--- config.mk ---
export PLATFORM = sky130hd
export DESIGN_NAME = iqpo_output
export DESIGN_NICKNAME = d
export VERILOG_FILES = /design/src/core/iqpo_pkg.sv /design/src/core/iqpo_output.sv
export SDC_FILE = /design/constraint.sdc
export NUM_CORES = 1
export LEC_CHECK = 0
export BUFFER_PORTS_ARGS = -buffer_cell sky130_fd_sc_hd__buf_2
export CAP_MARGIN = 20
export CORE_ASPECT_RATIO = 0.9
export CORE_MARGIN = 2
export CORE_UTILIZATION = 50
export DETAILED_ROUTE_END_ITERATION = 12
export PLACE_DENSITY = 0.66
export SLEW_MARGIN = 10
export SYNTH_ARGS = -nofsm -noshare
export SYNTH_HDL_FRONTEND = slang
export SYNTH_SLANG_ARGS = --single-unit
--- constraint.sdc ---
create_clock -name clk_sys_in -period 10.8 [get_ports clk_sys_in]
set_clock_uncertainty 0.1 [all_clocks]
set_input_delay 1.08 -clock clk_sys_in [delete_from_list [all_inputs] [get_ports clk_sys_in]]
set_output_delay 1.08 -clock clk_sys_in [all_outputs]
set_load 0.02 [all_outputs]
--- src/core/iqpo_pkg.sv ---
/*
 * package of the interpolated quadrature pulse output: factor codes, struct types.
 * assumes a single clock domain; no software-visible registers.
 */
package iqpo_pkg;
	// phase accumulator width: one metered volume period is 2**PHASE_W steps
	localparam int PHASE_W = 24;
	localparam int SENSE_W = 12;
	localparam logic [PHASE_W-1:0] PHASE_RST = 24'h000000;
	localparam logic [5:0] FACTOR_RST = 6'h01;
	// interpolation subdivisions per period in quarter steps (4 x factor)
	localparam logic [7:0] EDGES_PER_FACTOR = 8'h04;
	localparam logic [5:0] ZERO_PULSE_CYCLES = 6'h04;
	localparam logic [1:0] QUAD_RST = 2'h0;

	typedef struct packed {
		logic chan_a;
		logic chan_b;
		logic zero;
	} iqpo_pulses_t;

	typedef struct packed {
		logic valid;
		logic signed [SENSE_W-1:0] delta;
	} iqpo_motion_t;

	typedef enum logic [1:0] {
		IQPO_IDLE,
		IQPO_ZERO
	} iqpo_zero_state_t;
endpackage

--- src/core/iqpo_output.sv ---
/*
 * interpolated quadrature pulse output: turns sensed rotor phase steps into two
 * quadrature channels and a zero pulse per metered volume period.
 * assumes motion_in comes from sensing logic on clk_sys_in and that the
 * interpolation factor strap is stable; it is caught once at reset release.
 */
`timescale 1ns/1ps
// What the document requires of this block and its evaluation
// RULE_01: drive two quadrature channels whose rate follows the interpolation factor
// RULE_02: evaluation logic finds direction from the quarter-period phase offset
// RULE_03: interpolation factor fixed at manufacture to one of eleven allowed values
// RULE_04: each channel gives factor full pulses per metered volume period
// RULE_05: both edges of both channels give four times factor per period
// RULE_06: one zero pulse per completed metered volume period
// RULE_07: pulse frequency equals flow times factor over volume per period
// RULE_08: evaluation weights edges by half or quarter of volume per pulse; iqpo_eval counts each edge as one
// RULE_09: evaluation scales pulses by volume per pulse or its K-factor; iqpo_eval keeps raw unscaled counts
// RULE_10: angular resolution per edge is quarter period over factor
// RULE_11: evaluation samples synchronously, counts up/down, flags double changes
module iqpo_output #(
	parameter int PHASE_W = iqpo_pkg::PHASE_W,
	parameter int SENSE_W = iqpo_pkg::SENSE_W
) (
	input wire logic clk_sys_in,
	input wire logic rst_in,
	input wire logic [5:0] interpolation_factor_in,
	input wire iqpo_pkg::iqpo_motion_t motion_in,
	output iqpo_pkg::iqpo_pulses_t pulses_out,
	output logic factor_invalid_out
);
	// ****************************************
	// factor strap
	// ****************************************
	logic [5:0] strap_s1_r;
	logic [5:0] strap_s2_r;
	logic [5:0] interpolation_factor_r;
	logic factor_loaded_r;
	logic factor_ok;

	// RULE_03: allowed factor set
	assign factor_ok = (strap_s2_r == 6'h01) || (strap_s2_r == 6'h02) ||
		(strap_s2_r == 6'h03) || (strap_s2_r == 6'h04) || (strap_s2_r == 6'h05) ||
		(strap_s2_r == 6'h08) || (strap_s2_r == 6'h0A) || (strap_s2_r == 6'h0C) ||
		(strap_s2_r == 6'h10) || (strap_s2_r == 6'h18) || (strap_s2_r == 6'h20);

	always_ff @(posedge clk_sys_in) begin
		strap_s1_r <= interpolation_factor_in;
		strap_s2_r <= strap_s1_r;
	end

	// RULE_03: latch once after reset
	always_ff @(posedge clk_sys_in) begin
		if (rst_in) begin
			interpolation_factor_r <= iqpo_pkg::FACTOR_RST;
			factor_loaded_r <= 1'b0;
			factor_invalid_out <= 1'b0;
		end else if (!factor_loaded_r) begin
			factor_loaded_r <= 1'b1;
			interpolation_factor_r <= factor_ok ? strap_s2_r : iqpo_pkg::FACTOR_RST;
			factor_invalid_out <= !factor_ok;
		end
	end

	// ****************************************
	// rotor phase
	// ****************************************
	logic [PHASE_W-1:0] phase_r;
	logic [PHASE_W-1:0] phase_nxt;
	logic [PHASE_W-1:0] step_ext;
	logic [PHASE_W-1:0] step_sel;
	logic step_neg;
	logic wrap_fwd;
	logic wrap_rev;

	// sign-extend the sensed step; an idle cycle adds nothing
	assign step_ext = PHASE_W'(signed'(motion_in.delta));
	assign step_sel = motion_in.valid ? step_ext : '0;
	assign step_neg = motion_in.delta[SENSE_W-1];
	// phase arithmetic is modulo one metered volume period
	assign phase_nxt = PHASE_W'(phase_r + step_sel);
	// RULE_06: period completes when the phase wraps
	// a carry going forward or a borrow going back closes a period
	assign wrap_fwd = motion_in.valid && !step_neg && (phase_nxt < phase_r);
	assign wrap_rev = motion_in.valid && step_neg && (phase_nxt > phase_r);

	always_ff @(posedge clk_sys_in) begin
		if (rst_in) begin
			phase_r <= iqpo_pkg::PHASE_RST;
		end else begin
			phase_r <= phase_nxt;
		end
	end

	// ****************************************
	// interpolation
	// ****************************************
	logic [PHASE_W+7:0] scaled;
	logic [7:0] edge_tgt;
	logic [7:0] edge_pos_r;
	logic [7:0] edge_pos_nxt;
	logic [7:0] edge_inc;
	logic [7:0] edge_dec;
	logic [7:0] edge_max;
	logic [7:0] edge_last;
	logic [7:0] edge_half;
	logic [7:0] edge_gap;
	logic step_up;
	logic step_dn;
	logic [1:0] quad_r;
	logic [1:0] quad_nxt;
	logic track_hold;

	// RULE_05: 4 x factor quarter steps per period
	assign edge_max = 8'(iqpo_pkg::EDGES_PER_FACTOR * interpolation_factor_r);
	assign edge_last = 8'(edge_max - 8'h01);
	assign edge_half = edge_max >> 1;
	// RULE_07: edge rate tracks phase rate times factor
	// RULE_10: each quarter step spans a quarter period over factor
	assign scaled = (PHASE_W+8)'(phase_r) * (PHASE_W+8)'(edge_max);
	assign edge_tgt = scaled[PHASE_W+7:PHASE_W];

	// distance ahead is taken modulo the edges of one period, so a period
	// boundary is crossed the short way round, not unwound through every edge
	assign edge_gap = (edge_tgt >= edge_pos_r) ? 8'(edge_tgt - edge_pos_r) :
		8'(edge_tgt + edge_max - edge_pos_r);
	assign step_up = (edge_gap != 8'h00) && (edge_gap < edge_half);
	assign step_dn = (edge_gap != 8'h00) && !step_up;

	// one quarter step per clock keeps single-channel changes only
	assign edge_inc = (edge_pos_r == edge_last) ? 8'h00 : 8'(edge_pos_r + 8'h01);
	assign edge_dec = (edge_pos_r == 8'h00) ? edge_last : 8'(edge_pos_r - 8'h01);
	assign edge_pos_nxt = step_up ? edge_inc : (step_dn ? edge_dec : edge_pos_r);
	assign quad_nxt = step_up ? 2'(quad_r + 2'h1) : (step_dn ? 2'(quad_r - 2'h1) : quad_r);
	// the tracker waits until the factor has been caught
	assign track_hold = rst_in || !factor_loaded_r;

	always_ff @(posedge clk_sys_in) begin
		if (track_hold) begin
			edge_pos_r <= 8'h00;
			quad_r <= iqpo_pkg::QUAD_RST;
		end else begin
			edge_pos_r <= edge_pos_nxt;
			quad_r <= quad_nxt;
		end
	end

	// ****************************************
	// outputs
	// ****************************************
	iqpo_pkg::iqpo_zero_state_t zstate_r;
	iqpo_pkg::iqpo_zero_state_t zstate_nxt;
	logic [5:0] zcnt_r;
	logic [5:0] zcnt_nxt;
	logic zero_r;
	logic zero_nxt;
	logic chan_a_r;
	logic chan_a_nxt;
	logic chan_b_r;
	logic chan_b_nxt;
	logic zero_hit;

	assign zero_hit = factor_loaded_r && (wrap_fwd || wrap_rev);

	// RULE_06: stretched zero pulse
	// a wrap seen while the pulse stands is dropped, not queued
	always_comb begin
		zstate_nxt = zstate_r;
		zcnt_nxt = zcnt_r;
		zero_nxt = zero_r;
		case (zstate_r)
			iqpo_pkg::IQPO_IDLE: begin
				zero_nxt = zero_hit;
				zcnt_nxt = iqpo_pkg::ZERO_PULSE_CYCLES;
				if (zero_hit) begin
					zstate_nxt = iqpo_pkg::IQPO_ZERO;
				end
			end
			iqpo_pkg::IQPO_ZERO: begin
				zcnt_nxt = 6'(zcnt_r - 6'h01);
				if (zcnt_r == 6'h01) begin
					zero_nxt = 1'b0;
					zstate_nxt = iqpo_pkg::IQPO_IDLE;
				end
			end
			default: begin
				zstate_nxt = iqpo_pkg::IQPO_IDLE;
				zero_nxt = 1'b0;
			end
		endcase
	end

	always_ff @(posedge clk_sys_in) begin
		if (rst_in) begin
			zstate_r <= iqpo_pkg::IQPO_IDLE;
			zcnt_r <= 6'h00;
			zero_r <= 1'b0;
		end else begin
			zstate_r <= zstate_nxt;
			zcnt_r <= zcnt_nxt;
			zero_r <= zero_nxt;
		end
	end

	// RULE_01: gray sequence, channel b lags a by a quarter
	// RULE_04: factor full cycles per period
	assign chan_a_nxt = quad_r[1] ^ quad_r[0];
	assign chan_b_nxt = quad_r[1];

	always_ff @(posedge clk_sys_in) begin
		if (rst_in) begin
			chan_a_r <= 1'b0;
			chan_b_r <= 1'b0;
		end else begin
			chan_a_r <= chan_a_nxt;
			chan_b_r <= chan_b_nxt;
		end
	end

	// registered levels go straight to the pins
	assign pulses_out.chan_a = chan_a_r;
	assign pulses_out.chan_b = chan_b_r;
	assign pulses_out.zero = zero_r;
endmodule

---- Yosys cells after proc, flatten, opt, wreduce, memory -nomap -nowiden ----
Cells that the tools add are included.
operators by class
  bitwise gates (word level) .............. 1
  equal/unequal tests ..................... 16
  add/subtract/negate cells ............... 10
  multiply operators ...................... 1
  reduce and logical (&&, ||, !) cells .... 29
  multiplexer cells ....................... 16
  order comparisons ....................... 4
operator list
  cell                   count
  $mux W8                5
  $mul A24 B6 Y30        1
  $add A24 B24 Y24       1
  $gt A24 B24 Y1         1
  $lt A24 B24 Y1         1
  $mux W24               1
  $eq A6 B4 Y1 const B   3
  $sub A8 B1 Y8 const B  2
  $sub A8 B8 Y8          2
  $eq A6 B1 Y1 const B   2
  $eq A6 B2 Y1 const B   2
  $eq A6 B3 Y1 const B   2
  $eq A6 B5 Y1 const B   2
  $logic_or A1 B1 Y1     12
  $pmux W6 S2            1
  $add A8 B1 Y8 const B  1
  $add A8 B8 Y8          1
  $eq A8 B8 Y1           1
  $ge A8 B8 Y1           1
  $logic_not A8 Y1       1
  $lt A8 B7 Y1           1
  $mux W2                4
  $reduce_bool A8 Y1     1
  $logic_and A1 B1 Y1    7
  15 further kinds       21
storage, ports and cells
  word-level logic and storage cells ...... 90
  register bits ........................... 65

---- Depth between registers and ports, before layout ----
Gate-level depths: netlist of run 1.
  depth in word-level cells ............... 12
  mapped depth ............................ 39

---- Worst setup path before layout of run 1 ----
No wires, ideal clock.
  kind .................................... flip-flop to flip-flop
  start ................................... register interpolation_factor_r[4]
  end ..................................... register edge_pos_r[6]
  data required time ...................... 10.640 ns
  data arrival time ....................... 7.970 ns
  period minus slack after synthesis ...... 8.129 ns
  path buffers ............................ 3
  path slack .............................. 2.671 ns
  cell stages (with the launch flop) ...... 38
  cells stage by stage .................... dfxtp_1 > clkbuf_1 > inv_1 > clkbuf_1 > clkbuf_1 > nor2_1 > fa_1 > fa_1 > inv_1 > fa_1 > inv_1 > ha_1 > and4_1 > a2111oi_2 > o21a_1 > o31ai_4 > a21oi_1 > o21bai_1 > [... 2 more ...] > o21a_1 > nor2_1 > xnor2_1 > ha_1 > or2_2 > a21oi_1 > a21oi_1 > mux2_2 > ha_1 > a21o_1 > a21o_1 > a21o_1 > a21o_1 > a21o_1 > nor2_1 > nand2_4 > o32ai_1 > a32o_2
on the way
  word-level cells in the longest chain between the ends .. 9
  elaborated cells between the ends (all ways) .. 18
  classes of those cells .................. 4 x add/sub; 1 x mul; 2 x order compare; 1 x eq/ne; 5 x mux; 5 x reduce/logical
RTL lines
  item                                                RTL line                                text
  start: declaration                                  iqpo_output.sv:36                       logic [5:0] interpolation_factor_r;
  start signal: assignment                            iqpo_output.sv:54                       interpolation_factor_r <= iqpo_pkg::FACTOR_RST;
  start signal: assignment                            iqpo_output.sv:59                       interpolation_factor_r <= factor_ok ? strap_s2_r : iqpo_pkg::FACTOR_RST;
  $mul A24 B6 Y30                                     iqpo_output.sv:119                      assign scaled = (PHASE_W+8)'(phase_r) * (PHASE_W+8)'(edge_max);
  $add A8 B8 Y8                                       iqpo_output.sv:125                      8'(edge_tgt + edge_max - edge_pos_r);
  $sub A8 B8 Y8                                       iqpo_output.sv:125
  $mux W8                                             iqpo_output.sv:124                      assign edge_gap = (edge_tgt >= edge_pos_r) ? 8'(edge_tgt - edge_pos_r) :
  $lt A8 B7 Y1 or $reduce_bool A8 Y1 (tied branches)  iqpo_output.sv:126, iqpo_output.sv:127
  $logic_and A1 B1 Y1                                 iqpo_output.sv:126                      assign step_up = (edge_gap != 8'h00) && (edge_gap < edge_half);
  $logic_not A1 Y1                                    iqpo_output.sv:127                      assign step_dn = (edge_gap != 8'h00) && !step_up;
  $logic_and A1 B1 Y1                                 iqpo_output.sv:127
  $reduce_bool A2 Y1 (no line)                        -
  end signal: assignment                              iqpo_output.sv:142                      edge_pos_r <= edge_pos_nxt;
  end: declaration                                    iqpo_output.sv:99                       logic [7:0] edge_pos_r;
Several ways; a longest one is shown, not always the timed one. The select of a mux whose other input is x is not followed.
A chain may end at the register's enable or synchronous reset.

---- Final worst setup path of run 1 ----
  start ................................... register interpolation_factor_r[3]
  end ..................................... register edge_pos_r[6]
Same word-level chain as after synthesis.

==> flow_summary.json, run 1 <==
{
  "outcome": "complete, no violations",
  "reg2reg_slack_ps": 2010,
  "grt_pass1_vias": 6957,
  "antenna_cells_inserted": 0,
  "yosys_register_bits": 64,
  "worst_path_largest_cell_delay_ps": 560,
  "cp_slowest_cell": "sky130_fd_sc_hd__dfxtp_1",
  "cts_sinks": 64,
  "fillers": 1618,
  "worst_path_required_time_ps": 10970,
  "internal_uw": 864,
  "cts_setup_buffers": 0,
  "setup_total_negative_slack_ps": 0,
  "clock_insertion_delay_worst_skew_ps": 330,
  "std_cell_rows": 45,
  "hold_depth": 0,
  "power_switching_share_pct": 44.6,
  "postSynth.asyncResetShare_pct": 0,
  "cts_max_level": 3,
  "netlist_area_mm2": 0.00877,
  "initial_core_util_pct": 51.6,
  "rsz0062_at_grt": "false",
  "number_of_antenna_violations_at_the_first_check_in_global_routing": 0,
  "timing_max_transition_violations_final": 0,
  "die_area_mm2": 0.0186,
  "die_y_um": 130,
  "detail_route.wl_per_cell_um": 14.9,
  "die_width_um": 144,
  "drt_pass1_iterations": 5,
  "layout.cells.most_common": "sky130_fd_sc_hd__inv_1",
  "critical_path_class": "reg2reg",
  "total_wire_length_um": 19400,
  "final-setup-viol-count": 0,
  "timing.critical_path.from_type": "flop",
  "register_area_mm2": 0.00128,
  "vdd.ir_drop.worst_v": 0.000139,
  "cts_made_buffers": 9,
  "worstReg2RegStart": "interpolation_factor_r[3]",
  "synth_seq_area_share_pct": 14.6,
  "maxCapViolCount": 0,
  "ys.warnings.count": 0,
  "syn-mean-instance-area_um2": 8.29,
  "dpl.hpwl_um": 16000,
  "antenna_violating_nets_post_route": 0,
  "postCtsResizedCells": 0,
  "share_clk_of_total_power_pct": 18.9,
  "cp-end-kind": "flop",
  "fp.coreArea_mm2": 0.0170,
  "route.detailed.vias_per_inst": 5.42,
  "hold_start": "strap_s1_r[2]",
  "drc_violation_count_after_routing": 0,
  "final_period_minus_worst_setup_slack_ps": 8790,
  "synth_cells": 1058,
  "finalWeightedCongestion": 0.928,
  "syn2layout_area_growth_pct": 6.89,
  "power.sequential.fraction_pct": 19.8,
  "multi_input_logic_area_mm2": 0.00671,
  "worst-path-max-fanout": 21,
  "final_net_count": 1290,
  "hold_violations": 0,
  "synth_flop_cell": "sky130_fd_sc_hd__dfxtp_1",
  "grt_pass1_wl_um": 33400,
  "timing.final.crit_share_pct": 81.4,
  "pwr_density_cell_mw_per_mm2": 166,
  "synth_cell_type_count": 65,
  "power.switching_uw": 695,
  "critPathCapture": "edge_pos_r[6]",
  "power_leakage_nw": 4.57,
  "clockRootBuffer": "sky130_fd_sc_hd__clkbuf_16",
  "cp_common_cell": "sky130_fd_sc_hd__a21o_1",
  "hold_path_class": "reg2reg",
  "logic_pwr_share_pct": 61.3,
  "gr-total-overflow": 0,
  "clk_transition_reported_paths_ps": 50,
  "r2r-end": "edge_pos_r[6]",
  "detail_route.iter0.violations": 527,
  "ios": 25,
  "grt_util_all_layers_pct": 22.5,
  "rr_worst_depth": 35,
  "cts_buffer_depth": 2,
  "utilization_pct": 55.2,
  "grt_max_degree": 27,
  "edff_count_synth": 0,
  "cp.arrival_ps": 8960,
  "post_route_cells_drive_above_1_share_pct": 6.07,
  "dr_total_vias": 7074,
  "mappedNetlistNets": 1283,
  "worst-slew-pin-transition_ps": 945,
  "mostFrequentLayoutCells": "173 x sky130_fd_sc_hd__inv_1, 150 x sky130_fd_sc_hd__nor2_1, 108 x sky130_fd_sc_hd__ha_1, 96 x sky130_fd_sc_hd__fa_1, 64 x sky130_fd_sc_hd__dfxtp_1",
  "slew_headroom_pct": 36.9,
  "critical_path.startpoint": "interpolation_factor_r[3]",
  "placement.io_buffers": 24,
  "cts_tree": "done",
  "post_cts_hold_buffer_count": 0,
  "fmaxAchievable_mhz": 114
}
==> worst min path at each step <==
| stage | to | slack, ps |
|---|---|---|
| final | strap_s2_r[2] | 220 |
| after global routing | strap_s2_r[2] | 230 |
| after CTS | strap_s2_r[2] | 220 |
| after detailed placement | strap_s2_r[2] | 210 |
| after global placement | strap_s2_r[2] | 210 |
| after floorplan | strap_s2_r[0] | 210 |
==> state kept, by name, indices dropped and copies added, names as in the netlist <==
| signal | cells |
|---|---|
| phase_r | 24 |
| edge_pos_r | 8 |
| interpolation_factor_r | 6 |
| strap_s1_r | 6 |
| strap_s2_r | 6 |
| zcnt_r | 6 |
| quad_r | 2 |
| chan_a_r | 1 |
| chan_b_r | 1 |
| factor_invalid_out | 1 |
| factor_loaded_r | 1 |
| zero_r | 1 |
| zstate_r | 1 |
==> per-layer routing <==
metal	wire, um	part of all wire, %	GRT usage [%]
met3	1310	6.7	3.29
met4	217	1.1	4.90
met1	9910	51	34.3
met5	0	0	0
met2	8010	41	33.8
==> cells by family after synthesis <==
| logic type | Yosys count | share of synthesized area, % |
|---|---|---|
| adders and majority gates | 204 | 37.3 |
| DFF | 64 | 14.6 |
| muxes | 5 | 0.599 |
| and+or+nand+nor | 340 | 18.5 |
| AOI/OAI and AO/OA | 181 | 14.0 |
| xor gates and xnor gates | 61 | 6.09 |
| buffers and inverters | 203 | 8.90 |
==> power groups by stage <==
stage,sequential [mW],clock [mW],combinational (mW)
detailed placement,0.313,0,0.940
floorplan,0.295,0,0.770
CTS,0.308,0.299,0.948
finish,0.309,0.294,0.956
global placement,0.313,0,0.934
global route,0.313,0.308,1.07
==> cell usage after synthesis (4+ instances only) <==
library cell	instances	area share, %
sky130_fd_sc_hd__a32o_1	4	0.46
sky130_fd_sc_hd__and2_1	37	2.6
sky130_fd_sc_hd__a211oi_1	5	0.43
sky130_fd_sc_hd__clkbuf_1	22	0.94
sky130_fd_sc_hd__xor2_1	13	1.3
sky130_fd_sc_hd__dfxtp_1	64	15
sky130_fd_sc_hd__and3_1	7	0.50
sky130_fd_sc_hd__a21o_1	24	2.1
sky130_fd_sc_hd__nand3_1	21	1.2
sky130_fd_sc_hd__nand4_1	7	0.50
sky130_fd_sc_hd__nor3_1	15	0.86
sky130_fd_sc_hd__nand2_1	59	2.5
sky130_fd_sc_hd__nor2_1	150	6.4
sky130_fd_sc_hd__xnor2_1	48	4.8
sky130_fd_sc_hd__or3_1	5	0.36
sky130_fd_sc_hd__ha_1	108	15
sky130_fd_sc_hd__o21ai_0	31	1.8
sky130_fd_sc_hd__inv_1	173	7.4
sky130_fd_sc_hd__a21oi_1	51	2.9
sky130_fd_sc_hd__nand2b_1	6	0.43
sky130_fd_sc_hd__o21ai_1	9	0.51
sky130_fd_sc_hd__o32ai_1	5	0.50
sky130_fd_sc_hd__nor2b_1	14	1.0
sky130_fd_sc_hd__o21a_1	10	0.86
sky130_fd_sc_hd__o21bai_1	9	0.77
sky130_fd_sc_hd__fa_1	96	22
sky130_fd_sc_hd__buf_4	4	0.34
==> worst max-delay path, delay by kind of cell, from the launching register on <==
kind | cells | cell delay, ps
AOI/OAI and AO/OA | 16 | 3030
buffers and inverters | 4 | 740
muxes | 1 | 300
adders and majority gates | 6 | 2410
xor gates and xnor gates | 1 | 200
and+or+nand+nor | 7 | 1370
DFF | 1 | 560
==> through the flow <==
step                      total power [mW]  cells  instance area (um2)  setup slack [ps]  hold WS (ps)
after floorplan                       1.07   1058                 8770              2670           210
after global placement                1.25   1289                 9070              2210           211
after detailed placement              1.25   1289                 9070              2070           212
after CTS                             1.55   1305                 9380              2060           225
after global routing                  1.70   1305                 9380              1420           227
final                                 1.56   1305                 9380              2010           224
==> final cells by class <==
cell class | count | share of cell area, %
flip-flops and latches | 64 | 13.7
clock buffers | 10 | 2.55
repair buffers | 26 | 1.44
clock inverters | 6 | 0.720
multi-input cells | 791 | 71.6
inverters | 173 | 6.92
well taps | 235 | 3.14
No activity file was read; power rests on OpenSTA's default activity.
==> run 2, diff against run 1 <==
==> constraint.sdc (replaced) <==
create_clock -name clk_sys_in -period 8.12 [get_ports clk_sys_in]
set_clock_uncertainty 0.1 [all_clocks]
set_input_delay 0.812 -clock clk_sys_in [delete_from_list [all_inputs] [get_ports clk_sys_in]]
set_output_delay 0.812 -clock clk_sys_in [all_outputs]
set_load 0.02 [all_outputs]
==> run 2 against run 1 <==
Net effect: sequential power up 32%; sequential share of layout area shrank 0.67 points; clock power is 33% higher; hold slack worse by 2.9 ps; design area up 5.7%; global-route usage increased by 0.44 points; combinational power grew 43%; core utilization increased by 3.2 points; via count decreased by 0.20%; register-to-register slack worse by 1700 ps; critical path type unchanged.
==> flow_summary.json, run 2 (synthesized netlist as in run 1, its figures left out) <==
{
  "std_cell_rows": 45,
  "drc_violation_count_after_routing": 0,
  "hold_path_class": "reg2reg",
  "logic_pwr_share_pct": 63.2,
  "critical_path.top_delay_family": "compound AO/OA/AOI/OAI gates",
  "placement.io_buffers": 24,
  "outcome": "complete, no violations",
  "cts_buffer_depth": 2,
  "final_cells": 1345,
  "grt_max_degree": 27,
  "pwr_density_cell_mw_per_mm2": 219,
  "post_cts_hold_buffer_count": 0,
  "worst_path_required_time_ps": 8220,
  "fp.coreArea_mm2": 0.0170,
  "grt_pass1_wl_um": 33700,
  "dr_total_vias": 7060,
  "grt_pass1_vias": 6807,
  "route.detailed.vias_per_inst": 5.25,
  "maxCapViolCount": 0,
  "initial_core_util_pct": 51.6,
  "critical_path_class": "reg2reg",
  "antenna_cells_inserted": 0,
  "clock_insertion_delay_worst_skew_ps": 340,
  "fmaxAchievable_mhz": 128,
  "power.switching_uw": 961,
  "internal_mw": 1.21,
  "detail_route.iter0.violations": 510,
  "final-setup-viol-count": 0,
  "detail_route.wl_per_cell_um": 15.1,
  "cp_common_cell": "sky130_fd_sc_hd__a21oi_2",
  "reg2reg_slack_ps": 300,
  "power.sequential.fraction_pct": 18.8,
  "layout.cells.most_common": "sky130_fd_sc_hd__inv_1",
  "utilization_pct": 58.3,
  "cts_made_buffers": 9,
  "gr-total-overflow": 0,
  "worst-slew-pin-transition_ps": 716,
  "number_of_flip_flops_under_the_largest_register_name": 24,
  "share_clk_of_total_power_pct": 18.0,
  "timing.critical_path.from_type": "flop",
  "slew_headroom_pct": 52.2,
  "number_of_antenna_violations_at_the_first_check_in_global_routing": 0,
  "ios": 25,
  "drt_pass1_iterations": 5,
  "antenna_violating_nets_post_route": 0,
  "power_switching_share_pct": 44.3,
  "top_register": "phase_r",
  "cp_slowest_cell": "sky130_fd_sc_hd__fa_1",
  "dp.cells": 1314,
  "clk_transition_reported_paths_ps": 60,
  "die_y_um": 130,
  "post_dp_area_mm2": 0.00929,
  "vdd.ir_drop.worst_v": 0.000167,
  "cts_tree": "done",
  "timing_max_transition_violations_final": 0,
  "cp_num_buf_inv": 3,
  "area_of_all_placed_cells_without_fillers_mm2": 0.00992,
  "syn2layout_area_growth_pct": 13.0,
  "die_width_um": 144,
  "largest_registers": "phase_r (24), edge_pos_r (8)",
  "power_leakage_nw": 4.79,
  "fillers": 1575,
  "cts_sinks": 64,
  "clockRootBuffer": "sky130_fd_sc_hd__clkbuf_16",
  "total_wire_length_um": 20300,
  "timing.final.crit_share_pct": 96.3,
  "worst-path-max-fanout": 8,
  "cp-end-kind": "flop",
  "cp.arrival_ps": 7920,
  "register_area_mm2": 0.00129,
  "dpl.hpwl_um": 16400,
  "finalWeightedCongestion": 0.891,
  "worst_path_largest_cell_delay_ps": 520,
  "die_area_mm2": 0.0186,
  "grt_util_all_layers_pct": 22.9,
  "hold_violations": 0,
  "multi_input_logic_area_mm2": 0.00687,
  "final_net_count": 1330,
  "mostFrequentLayoutCells": "171 x sky130_fd_sc_hd__inv_1, 136 x sky130_fd_sc_hd__nor2_1, 107 x sky130_fd_sc_hd__ha_1, 96 x sky130_fd_sc_hd__fa_1, 62 x sky130_fd_sc_hd__dfxtp_1",
  "post_route_cells_drive_above_1_share_pct": 12.4,
  "final_period_minus_worst_setup_slack_ps": 7820,
  "cts_max_level": 3
}
==> run 2: changes by cell type in the layout (fill, tap and decap cells not counted), moves of 4 or more <==
cell                         before  now
sky130_fd_sc_hd__buf_4            2   32
sky130_fd_sc_hd__nor2_1         150  136
sky130_fd_sc_hd__nor2_2           0    8
sky130_fd_sc_hd__a21oi_1         51   44
sky130_fd_sc_hd__a21oi_2          3   10
sky130_fd_sc_hd__nor2_4           0    6
sky130_fd_sc_hd__clkinvlp_4       2    7
sky130_fd_sc_hd__buf_12           0    4
sky130_fd_sc_hd__buf_6            0    4
==> run 2: power groups by stage <==
stage / Clock, mW / Sequential (mW) / Combinational (mW)
detailed placement: 0 / 0.412 / 1.26
floorplan: 0 / 0.393 / 1.02
global placement: 0 / 0.411 / 1.26
global route: 0.411 / 0.413 / 1.54
finish: 0.391 / 0.407 / 1.37
CTS: 0.398 / 0.405 / 1.27
==> run 2: worst paths after layout <==
check                                               start            end  cells past startpoint
worst min-delay path                        strap_s1_r[2]  strap_s2_r[2]                      0
worst max register to register  interpolation_factor_r[4]  edge_pos_r[0]                     34
worst max-delay path            interpolation_factor_r[4]  edge_pos_r[0]                     34
worst min register to register              strap_s1_r[2]  strap_s2_r[2]                      0
==> run 2: timing repair <==
| action | 4_1_cts | 5_1_grt |
|---|---|---|
| gates resized for setup | 1 | 48 |
| gates cloned | 0 | 2 |
| setup buffers | 1 | 12 |
| pin swaps | 0 | 20 |
| endpoints found under the setup margin | 1 | 9 |
==> run 2: cell type report <==
| type | count | area share (%) |
|---|---|---|
| clock buffer | 9 | 2.27 |
| clock inverter | 7 | 0.795 |
| inverter | 173 | 6.62 |
| multi-input combinational | 791 | 69.3 |
| sequential | 64 | 13.0 |
| tap | 235 | 2.96 |
| timing repair buffer | 64 | 4.90 |
| timing repair inverter | 2 | 0.151 |
==> run 2: routing by layer <==
metal | track usage (%) | routed length, um | vias up | part of all wire, %
met4 | 3.81 | 135 | 0 | 0.66
li1 | - | - | 3527 | -
met3 | 2.85 | 913 | 10 | 4.5
met1 | 35.4 | 10500 | 3373 | 52
met2 | 34.9 | 8700 | 150 | 43
met5 | 0 | 0 | - | 0
==> run 2: metrics by stage <==
step,hold slack [ps],power (mW),TNS [ps],setup WS [ps]
global route,226,2.36,-176,-63.2
detailed placement,212,1.68,0,13.8
global placement,211,1.67,0,108
finish,221,2.17,0,299
CTS,224,2.08,0,42.5
floorplan,210,1.42,0,14.6
==> run 2: worst reg2reg max path: cells and delay by family (launching register included) <==
family	cells	cell delay [ps]
fa+ha+maj	6	2390
flops	1	380
compound gates	16	2730
mux	1	300
xor+xnor	1	140
buf+inv	3	610
simple gates	7	1050
